--- config.mk ---
export PLATFORM = sky130hd
export DESIGN_NAME = bss_seq
export DESIGN_NICKNAME = d
export VERILOG_FILES = /design/src/hw/bss_pkg.sv /design/src/hw/bss_seq.sv
export SDC_FILE = /design/constraint.sdc
export NUM_CORES = 1
export LEC_CHECK = 0
export BUFFER_PORTS_ARGS = -buffer_cell sky130_fd_sc_hd__buf_2
export CAP_MARGIN = 40
export CORE_AREA = 2 2 178 180
export CTS_BUF_LIST = sky130_fd_sc_hd__clkbuf_4
export CTS_CLUSTER_SIZE = 20
export DETAILED_ROUTE_END_ITERATION = 7
export DIE_AREA = 0 0 180 182
export GPL_TIMING_DRIVEN = 0
export HOLD_SLACK_MARGIN = 0.06
export MAX_ROUTING_LAYER = met4
export PLACE_DENSITY = 0.5
export SYNTH_ARGS = -nofsm -noshare
export SYNTH_HDL_FRONTEND = slang
export SYNTH_SLANG_ARGS = --single-unit
--- constraint.sdc ---
create_clock -name pclk -period 5.65 [get_ports pclk]
set_input_delay 0.2825 -clock pclk [delete_from_list [all_inputs] [get_ports pclk]]
set_output_delay 0.2825 -clock pclk [all_outputs]
set_load 0.01 [all_outputs]
--- src/hw/bss_pkg.sv ---
// package: constants, register map and types for the burner state sequencer block
package bss_pkg;

    // apb register byte offsets
    localparam logic [7:0] BSS_CTRL_OFS = 8'h00;
    localparam logic [7:0] BSS_STAT_OFS = 8'h04;
    localparam logic [7:0] BSS_IRQ_OFS = 8'h08;
    localparam logic [7:0] BSS_MASK_OFS = 8'h0C;
    localparam logic [7:0] BSS_DLY_OFS = 8'h10;
    localparam logic [7:0] BSS_RELIGHT_OFS = 8'h14;

    // ctrl register field positions
    localparam int BSS_CTRL_RUN = 0;
    localparam int BSS_CTRL_POFF = 1;   // 2 bits
    localparam int BSS_CTRL_AUXPID = 3;
    localparam int BSS_CTRL_LHS = 4;    // 0 wait, 1 main permissive
    localparam int BSS_CTRL_REIGN = 5;

    // reset values
    localparam logic [31:0] BSS_CTRL_RST = 32'h0000_0000;
    localparam logic [31:0] BSS_DLY_RST = 32'h0000_03E8;
    localparam logic [3:0] BSS_RELIGHT_RST = 4'h3;

    // irq bit positions
    localparam int BSS_IRQ_LOCKOUT = 0;
    localparam int BSS_IRQ_WAIT = 1;
    localparam int BSS_IRQ_PILOT = 2;
    localparam int BSS_IRQ_CHANGE = 3;
    localparam int BSS_IRQ_W = 4;

    // pilot-off mode setting
    typedef enum logic [1:0] {
        BSS_POFF_DISABLED,
        BSS_POFF_AT_SETPOINT,
        BSS_POFF_AFTER_MAIN,
        BSS_POFF_FOLLOW_MAIN
    } bss_poff_t;

    // sequencer states covered here plus their neighbours
    typedef enum logic [2:0] {
        BSS_ST_LOCKOUT,
        BSS_ST_WAITING,
        BSS_ST_PILOT,
        BSS_ST_LOW_FIRE,
        BSS_ST_INCIN,
        BSS_ST_INCIN_NA,
        BSS_ST_PID
    } bss_state_t;

    // process comparisons and conditions from the rest of the controller
    typedef struct packed {
        logic above_assist_off;
        logic above_waste_off;
        logic below_process_sp;
        logic above_low_fire_sp;
        logic alarm;
        logic wait_cond;
        logic main_perm;
        logic flame_loss;
        logic [3:0] relight_count;
    } bss_cond_t;

    // safety outputs
    typedef struct packed {
        logic pilot;
        logic first_safety_shutoff_valve;
        logic second_safety_shutoff_valve;
        logic card_valve;
        logic ign_coil;
        logic uv_ign_enable;
    } bss_out_t;

endpackage

--- src/hw/bss_seq.sv ---
// burner state sequencer: incinerate-no-assist and pid control states with apb registers
// Summary of operation
// - incin-no-assist: pilot on, first valve off, second on
// - card valve on; coil, uv enable only reigniting
// - pilot-off-after-main drops pilot and card valve
// - pid control: pilot and both valves on
// - incinerate to no-assist above assist-off, clean
// - alarm forces lockout
// - user stop forces lockout
// - flame loss, relights exceeded: lockout
// - flame loss, relights remaining: waiting
// - wait condition forces waiting
// - main permissive: waiting or pilot per mode
// - no-assist above waste-off: waiting or pilot per mode
// - no-assist back to incinerate below assist-off
// - low fire to pid below setpoint, aux pid
// - pid standby band, delay elapsed, wait mode: waiting
// - pid standby band, delay elapsed, permissive mode: pilot
// - pid above low-fire setpoint: waiting or pilot
//
// Our own choices: the APB register port and the placing of the registers.
`timescale 1ns/1ps
`default_nettype none
module bss_seq
    import bss_pkg::*;
(
    // clock and reset
    input wire logic pclk,
    input wire logic presetn,
    // apb slave
    input wire logic psel,
    input wire logic penable,
    input wire logic pwrite,
    input wire logic [7:0] paddr,
    input wire logic [31:0] pwdata,
    output logic [31:0] prdata,
    output logic pready,
    output logic pslverr,
    // process conditions, same clock domain
    input wire bss_cond_t cond,
    // state entry from the rest of the sequencer
    input wire logic enter_valid,
    input wire bss_state_t enter_state,
    // safety outputs and status
    output bss_out_t safety,
    output bss_state_t state,
    output logic irq
);

    // whole module state
    typedef struct packed {
        bss_state_t st;
        bss_out_t out;
        logic [31:0] ctrl;
        logic [31:0] dly;
        logic [3:0] relight_max;
        logic [31:0] dly_cnt;
        logic [BSS_IRQ_W-1:0] irq_st;
        logic [BSS_IRQ_W-1:0] irq_mask;
        logic [31:0] rdata;
        logic ready;
        logic err;
        logic irq;
    } bss_reg_t;

    bss_reg_t r_q;
    bss_reg_t r_d;

    // true when the register offset is mapped
    function automatic logic bss_mapped(input logic [7:0] a);
        return a == BSS_CTRL_OFS || a == BSS_STAT_OFS || a == BSS_IRQ_OFS ||
               a == BSS_MASK_OFS || a == BSS_DLY_OFS || a == BSS_RELIGHT_OFS;
    endfunction

    // pilot-off setting that sends main-side exits to waiting
    function automatic logic bss_poff_to_wait(input logic [1:0] m);
        return m == BSS_POFF_AFTER_MAIN || m == BSS_POFF_FOLLOW_MAIN;
    endfunction

    logic acc;
    logic [1:0] poff;
    logic clean;
    logic lock_go;
    logic wait_go;
    bss_state_t nx;
    logic in_main;

    always_comb begin
        r_d = r_q;
        acc = psel && penable && !r_q.ready;
        poff = r_q.ctrl[BSS_CTRL_POFF +: 2];
        clean = !cond.alarm && !cond.wait_cond && !cond.main_perm;
        in_main = r_q.st == BSS_ST_INCIN_NA || r_q.st == BSS_ST_PID;
        // lockout causes first, then waiting causes, then temperature
        lock_go = cond.alarm || !r_q.ctrl[BSS_CTRL_RUN] ||
                  (cond.flame_loss && cond.relight_count > r_q.relight_max);
        wait_go = cond.wait_cond || cond.flame_loss;
        nx = r_q.st;

        // next state for the states this block owns
        case (r_q.st)
            BSS_ST_INCIN: begin
                if (lock_go) begin
                    nx = BSS_ST_LOCKOUT;
                end else if (wait_go) begin
                    nx = BSS_ST_WAITING;
                end else if (cond.main_perm) begin
                    nx = bss_poff_to_wait(poff) ? BSS_ST_WAITING : BSS_ST_PILOT;
                end else if (cond.above_assist_off && clean) begin
                    nx = BSS_ST_INCIN_NA;
                end
            end
            BSS_ST_INCIN_NA: begin
                if (lock_go) begin
                    nx = BSS_ST_LOCKOUT;
                end else if (wait_go) begin
                    nx = BSS_ST_WAITING;
                end else if (cond.main_perm || cond.above_waste_off) begin
                    nx = bss_poff_to_wait(poff) ? BSS_ST_WAITING : BSS_ST_PILOT;
                end else if (!cond.above_assist_off && clean) begin
                    nx = BSS_ST_INCIN;
                end
            end
            BSS_ST_PID: begin
                if (lock_go) begin
                    nx = BSS_ST_LOCKOUT;
                end else if (wait_go) begin
                    nx = BSS_ST_WAITING;
                end else if (cond.main_perm || cond.above_low_fire_sp) begin
                    nx = bss_poff_to_wait(poff) ? BSS_ST_WAITING : BSS_ST_PILOT;
                end else if (!cond.below_process_sp && r_q.dly_cnt >= r_q.dly) begin
                    nx = r_q.ctrl[BSS_CTRL_LHS] ? BSS_ST_PILOT : BSS_ST_WAITING;
                end
            end
            BSS_ST_LOW_FIRE: begin
                if (cond.below_process_sp && r_q.ctrl[BSS_CTRL_AUXPID] && clean) begin
                    nx = BSS_ST_PID;
                end
            end
            default: begin
                nx = r_q.st;
            end
        endcase
        // the wider sequencer may place us in any state
        if (enter_valid && !(in_main || r_q.st == BSS_ST_INCIN || r_q.st == BSS_ST_LOW_FIRE)) begin
            nx = enter_state;
        end else if (enter_valid && r_q.st == nx) begin
            nx = enter_state;
        end
        r_d.st = nx;

        // standby delay counts only while in the band in pid
        if (nx == BSS_ST_PID && r_q.st == BSS_ST_PID && !cond.below_process_sp &&
                !cond.above_low_fire_sp) begin
            if (r_q.dly_cnt != 32'hFFFF_FFFF) begin
                r_d.dly_cnt = r_q.dly_cnt + 32'h0000_0001;
            end
        end else begin
            r_d.dly_cnt = 32'h0000_0000;
        end

        // safety outputs follow the next state so they change with it
        r_d.out = '0;
        if (nx == BSS_ST_INCIN_NA || nx == BSS_ST_PID || nx == BSS_ST_INCIN) begin
            r_d.out.pilot = 1'b1;
            r_d.out.card_valve = 1'b1;
            r_d.out.first_safety_shutoff_valve = nx != BSS_ST_INCIN_NA;
            r_d.out.second_safety_shutoff_valve = 1'b1;
            if (poff == BSS_POFF_AFTER_MAIN) begin
                r_d.out.pilot = 1'b0;
                r_d.out.card_valve = 1'b0;
            end
            // reignition: coil and uv contact under relight control
            r_d.out.ign_coil = r_q.ctrl[BSS_CTRL_REIGN];
            r_d.out.uv_ign_enable = r_q.ctrl[BSS_CTRL_REIGN];
        end

        // sticky events, set wins over clear
        if (acc && pwrite && paddr == BSS_IRQ_OFS) begin
            r_d.irq_st = r_q.irq_st & ~pwdata[BSS_IRQ_W-1:0];
        end
        if (nx != r_q.st) begin
            r_d.irq_st[BSS_IRQ_CHANGE] = 1'b1;
            if (nx == BSS_ST_LOCKOUT) begin
                r_d.irq_st[BSS_IRQ_LOCKOUT] = 1'b1;
            end
            if (nx == BSS_ST_WAITING) begin
                r_d.irq_st[BSS_IRQ_WAIT] = 1'b1;
            end
            if (nx == BSS_ST_PILOT) begin
                r_d.irq_st[BSS_IRQ_PILOT] = 1'b1;
            end
        end

        // apb: one wait state in the access phase, ready pulses once
        r_d.ready = acc;
        r_d.err = acc && !bss_mapped(paddr);
        r_d.rdata = 32'h0000_0000;
        if (acc && pwrite) begin
            case (paddr)
                BSS_CTRL_OFS: r_d.ctrl = pwdata;
                BSS_MASK_OFS: r_d.irq_mask = pwdata[BSS_IRQ_W-1:0];
                BSS_DLY_OFS: r_d.dly = pwdata;
                BSS_RELIGHT_OFS: r_d.relight_max = pwdata[3:0];
                default: r_d.err = acc && !bss_mapped(paddr);
            endcase
        end else if (acc) begin
            case (paddr)
                BSS_CTRL_OFS: r_d.rdata = {26'h0, r_q.ctrl[5:0]};
                BSS_STAT_OFS: r_d.rdata = {23'h0, r_q.out, r_q.st};
                BSS_IRQ_OFS: r_d.rdata = {28'h0, r_q.irq_st};
                BSS_MASK_OFS: r_d.rdata = {28'h0, r_q.irq_mask};
                BSS_DLY_OFS: r_d.rdata = r_q.dly;
                BSS_RELIGHT_OFS: r_d.rdata = {28'h0, r_q.relight_max};
                default: r_d.rdata = 32'h0000_0000;
            endcase
        end
        r_d.irq = |(r_d.irq_st & r_d.irq_mask);
    end

    // single state register
    always_ff @(posedge pclk or negedge presetn) begin
        if (!presetn) begin
            r_q <= '0;
            r_q.st <= BSS_ST_LOCKOUT;
            r_q.ctrl <= BSS_CTRL_RST;
            r_q.dly <= BSS_DLY_RST;
            r_q.relight_max <= BSS_RELIGHT_RST;
        end else begin
            r_q <= r_d;
        end
    end

    // outputs straight from flops
    assign prdata = r_q.rdata;
    assign pready = r_q.ready;
    assign pslverr = r_q.err;
    assign safety = r_q.out;
    assign state = r_q.st;
    assign irq = r_q.irq;

endmodule
`default_nettype wire

Word-level counts from Yosys, hierarchy flattened --
Index checks and enable logic that the tools add are counted.
Word-level totals: input bits 61, word-level logic and storage cells 126, memory bits (writable) 0, bits in read-only memories 0, output and inout port bits 44, bits in registers 126, latch bits 0, memories kept 0
Operators by class: divide/modulo/power cells 0, equality and inequality tests 21, add/sub/neg operators 1, reduce and logical (&&, ||, !) cells 50, bitwise gates (word level) 3, muxes and demuxes 32, magnitude comparators 2, multiply operators 0, shift-type cells 0
Operators by type and width (count):
- 32-bit one-hot mux with 6 select lines | 1
- 32-bit 2-to-1 mux | 4
- 3-bit 2-to-1 mux | 15
- 32-bit by 1-bit adder with 32-bit output (second input constant) | 1
- 32-bit greater-or-equal comparator | 1
- 32-bit inequality test (second input constant) | 1
- 3-bit == test (second input constant) | 6
- 1-bit logical AND | 18
- 8-bit by 4-bit == test with 1-bit output (second input constant) | 2
- 8-bit by 5-bit == test with 1-bit output (second input constant) | 2
- 1-bit logical OR | 16
- 4-bit 2-to-1 mux | 4
- 3-bit one-hot mux with 4 select lines | 1
- 1-bit zero test | 10
- 4-bit AND | 2
- 8-bit by 3-bit == test with 1-bit output (second input constant) | 1
- 8-bit zero test | 1
- 3-bit by 2-bit == test with 1-bit output (second input constant) | 2
- 6-bit 2-to-1 mux | 1
- 2-bit AND reduction | 3
- 2-bit == test (second input constant) | 2
- 4-bit > comparator | 1
- 1-bit 2-to-1 mux | 4
- 2-bit 2-to-1 mux | 2
- 8 further kinds | 8

Longest topological paths before layout --
depth in word-level cells 18, gate-level depth with buffers 15, depth with buffers taken out 13

Worst setup path before layout --
Ideal clock, no wire load.
path kind reg-to-reg, start register r_q[88] (netlist bit), end register r_q (netlist bit irq), required time 5.521 ns, setup slack 2.377 ns, library setup time 0.129 ns, path buffers 1, clock period less this slack 3.273 ns, cell stages (with the launch flop) 14, arrival time 3.144 ns, cells stage by stage dfstp_2 -> inv_1 -> ha_1 -> a21oi_1 -> o21ai_0 -> a221o_1 -> o21ai_1 -> a21o_1 -> a21oi_1 -> or3_1 -> buf_6 -> mux2_4 -> and3_1 -> a2111o_1
RTL lines:
- start, declared | RTL line bss_seq.sv:66 | bss_reg_t r_q;
- start signal, assigned | RTL line bss_seq.sv:230 | r_q <= r_d;

Worst setup path in the final report --
start register r_q[88] (netlist bit), end register r_q[72] (netlist bit)
On the way: longest elaborated chain between the ends 16, elaborated cells between the ends (all ways) 17, classes of those cells order compare (1); eq/ne (3); mux (8); reduce/logical (5)
RTL lines:
- 32-bit greater-or-equal comparator * | RTL line bss_seq.sv:131 | end else if (!cond.below_process_sp && r_q.dly_cnt >= r_q.dly) begin
- 1-bit logical AND * | RTL line bss_seq.sv:131
- 3-bit 2-to-1 mux * | RTL line bss_seq.sv:131
- 3-bit 2-to-1 mux * | RTL line bss_seq.sv:129 | end else if (cond.main_perm || cond.above_low_fire_sp) begin
- 3-bit 2-to-1 mux * | RTL line bss_seq.sv:127 | end else if (wait_go) begin
- 3-bit 2-to-1 mux * | RTL line bss_seq.sv:125 | if (lock_go) begin
- 3-bit one-hot mux with 4 select lines * | RTL line bss_seq.sv:101 | case (r_q.st)
- 3-bit == test | RTL line bss_seq.sv:147 | end else if (enter_valid && r_q.st == nx) begin
- 1-bit logical AND | RTL line bss_seq.sv:147
- 3-bit 2-to-1 mux * | RTL line bss_seq.sv:147
- 3-bit 2-to-1 mux * | RTL line bss_seq.sv:145 | if (enter_valid && !(in_main || r_q.st == BSS_ST_INCIN || r_q.st == BSS_ST_LOW_FIRE)) begin
- named net nx[2] | RTL line bss_seq.sv:85 | bss_state_t nx;
- 3-bit == test * | RTL line bss_seq.sv:153 | if (nx == BSS_ST_PID && r_q.st == BSS_ST_PID && !cond.below_process_sp &&
- 1-bit logical AND * (3 in series) | RTL line bss_seq.sv:153
- 2-bit by 1-bit inequality test with 1-bit output (no line) / 32-bit 2-to-1 mux (equally long branches)
Mark *: on every way through the listed nets, which the timed path passes. The rest lies on a longest branch. A chain may end at the register's enable or synchronous reset.

==> flow_metrics.tcl <==
set metrics [dict create \
    outcome "finished clean" \
    dr.pass1.iters 4 \
    met1_usage 0.1615 \
    synth_seq_cells 124 \
    io_pins 105 \
    synth_most_common_cell "dfrtp_1" \
    leakagePower_nw 4.174 \
    io_buffers 101 \
    cts_tree "done" \
    r2r_start "r_q[88]" \
    rsz0062_at_grt "false" \
    grt_pass1_wl_um 30930 \
    initialDrtViolationCount 366 \
    r2r_end "r_q[72]" \
    ant_nets 0 \
    max_slew_margin 0.4979 \
    die_h_um 182 \
    vias 5650 \
    globalRouteMet2Util 0.1995 \
    synth.area.top_cells "dfrtp_1 41%, ha_1 6.6%, buf_4 4.6%, nor2_1 3.9%, nand2_1 3.6%" \
    initial_core_util 0.2258 \
    htreeDepth 4 \
    worstPathArrival_ns 4.31 \
    synth_top_area_cell "dfrtp_1" \
    overflow 0 \
    final_cell_area_um2 8763 \
    critPathMaxFanout 10 \
    postPlaceCellArea_um2 8050 \
    preCtsSetupSlack_ns 1.798 \
    fin_skew_ns 0.02199 \
    powerDensity_nw_per_um2 239.1 \
    die_area_um2 32760 \
    cts_root_buf "clkbuf_4" \
    cts.clk_slew.worst_paths_ns 0.11 \
    grt-busiest-layer "met2" \
    ff2ff_path_depth 15 \
    met3_usage 0.02347 \
    synthesis.area_um2 6995 \
    finalWorstSetupSlack_ns 1.761 \
    crit_path_end "r_q[72]" \
    period_needed_ns 3.889 \
    final_nets 984 \
    clockBufferDepth 2 \
    cts_resized 0 \
    vias_per_cell 4.336 \
    gr-usage-all-layers 0.1248 \
    crit_required_ns 6.07 \
    antenna_found_initial 2 \
    hpwl_um 14610 \
    grt_max_degree 78 \
    vdd_drop_max_uv 105.6 \
    critPathLaunch "r_q[88]" \
    postLayoutCoreUtil 0.2828 \
    cts_setup_buffers 0 \
    syn_nets 823 \
    cts_buffers 17 \
    syn_to_final_growth_pct 25.27 \
    timing.fmax_mhz 257.2 \
    routedWlPerCell_um 14.64 \
    drive_above_1_share 0.2536 \
    reg2reg_slack_ns 1.76 \
    cap_violations 0 \
    first_global_vias 5726 \
    die_x_um 180 \
    fin_crit_sh 0.6883 \
    synth_commonest_cells "116 x dfrtp_1, 72 x nor2_1, 68 x nand2_1, 47 x inv_1, 46 x o21ai_0" \
    insertion_delay_ns 0.54 \
    synth_flop_cell "dfrtp_1" \
    synth_seq_area_share 0.4450 \
    cts_sinks 124 \
    gp_congestion 0.8629 \
    hold_viol 0 \
    crit_type "flop to flop" \
    hold_buffers 38 \
    drc_errors 0 \
    setup_violations 0 \
    drt_wl_total_um 19080 \
    rows 65 \
    ys_warn_count 0 \
    hp-class "input port to flop" \
    cp-end-kind "flop" \
    synth_top_area_frac 0.4150 \
    ys_async_sr_fraction 1.000 \
    cp-start-kind "flop" \
    post_synth_inst_count 725 \
    worst_pin_slew_ns 0.7463 \
    avgSynthCellArea_um2 9.649 \
    drv_slew 0 \
    yosys.cell_types.count 72 \
    synth_edf_count 0 \
    coreArea_um2 30990 \
    finalSetupTns_ns 0 \
    fill_cells 3274 \
]
==> logic make-up after synthesis <==
group,after synthesis,share of synthesized area
xor+xnor,31,0.03881
compound gates,124,0.1143
mux,30,0.05294
flops,124,0.4450
buf+inv,114,0.08853
simple gates,265,0.1942
fa+ha+maj,37,0.06618
==> registers in the layout, summed over array words and instances, names as in the netlist <==
signal,cells
safety,4
pslverr,1
irq,1
r_q,80
prdata,32
pready,1
poff,2
state,3
==> where the power goes <==
part	leakage [nW]	total, mW	internal, mW	switching (mW)
Combinational	2.48	0.437	0.193	0.244
Clock	0.159	0.715	0.356	0.359
Sequential	1.53	0.943	0.913	0.0297
==> critical path, stage by stage, from the launching register on <==
cell     delay [ns]
dfstp_2        0.53
inv_1          0.07
ha_1           0.30
a21oi_1        0.13
o21ai_0        0.10
a221o_1        0.42
o21ai_1        0.41
a21o_1         0.21
a21oi_1        0.11
or3_1          0.41
buf_6          0.14
mux2i_1        0.37
inv_2          0.08
nand4_2        0.25
buf_6          0.19
nor2_1         0.06
==> how the worst min path moves through the flow <==
stage                         from          to  slack, ns  cells past startpoint
finish              enter_state[1]    state[1]       0.17                      2
global route        enter_state[1]    state[1]       0.12                      2
CTS                 enter_state[1]    state[1]       0.09                      2
detailed placement         presetn  prdata[19]       0.27                      1
global placement          r_q[116]   safety[1]       0.49                      1
floorplan                  presetn         irq      -0.01                      0
==> metrics by stage <==
stage,power (mW),hold slack [ns],cells
2_1_floorplan,1.227,-0.01309,725
3_3_place_gp,1.376,0.4936,1228
3_5_place_dp,1.379,0.2653,1231
4_1_cts,2.129,0.08725,1301
5_1_grt,2.210,0.1188,1303
6_report,2.096,0.1678,1303
==> placed cells by master (no fill, tap or decap), types with 5 or more instances in the layout <==
| master | synthesis | final |
|---|---|---|
| buf_6 | 4 | 5 |
| o211ai_1 | 5 | 5 |
| nand3_1 | 21 | 21 |
| a21oi_1 | 19 | 19 |
| or2_2 | 6 | 6 |
| clkbuf_4 | 0 | 18 |
| dfrtp_1 | 116 | 116 |
| dfstp_2 | 8 | 8 |
| nand2b_1 | 8 | 8 |
| o21ai_0 | 46 | 46 |
| inv_1 | 47 | 47 |
| buf_4 | 43 | 44 |
| and4_1 | 5 | 5 |
| ha_1 | 37 | 37 |
| clkbuf_1 | 18 | 18 |
| nand4_1 | 16 | 16 |
| buf_2 | 0 | 101 |
| nor3_1 | 33 | 33 |
| xor2_1 | 17 | 17 |
| mux2i_1 | 13 | 13 |
| nand2_1 | 68 | 68 |
| dlygate4sd3_1 | 0 | 38 |
| mux2_2 | 12 | 12 |
| nor2_1 | 72 | 72 |
| a21o_1 | 5 | 5 |
| nor2b_1 | 6 | 6 |
| clkinvlp_4 | 0 | 5 |
| xnor2_1 | 14 | 14 |
==> layout make-up <==
type,count,area [um^2],share of cell area
inverters,49,183.9,0.02099
clock inverters,14,192.7,0.02199
flip-flops and latches,124,3113,0.3552
diodes,2,5.005,0.0005711
multi-input cells,487,3263,0.3724
clock buffers,18,135.1,0.01542
repair buffers,142,932.1,0.1064
plain buffers,65,435.4,0.04969
well taps,402,503.0,0.05740
==> per-layer routing <==
metal / up-vias / part of all wire
met5: - / 0
met4: 0 / 0.012
met3: 15 / 0.038
met2: 129 / 0.48
met1: 2683 / 0.47
li1: 2823 / -
No activity file was read; power rests on OpenSTA's default activity.
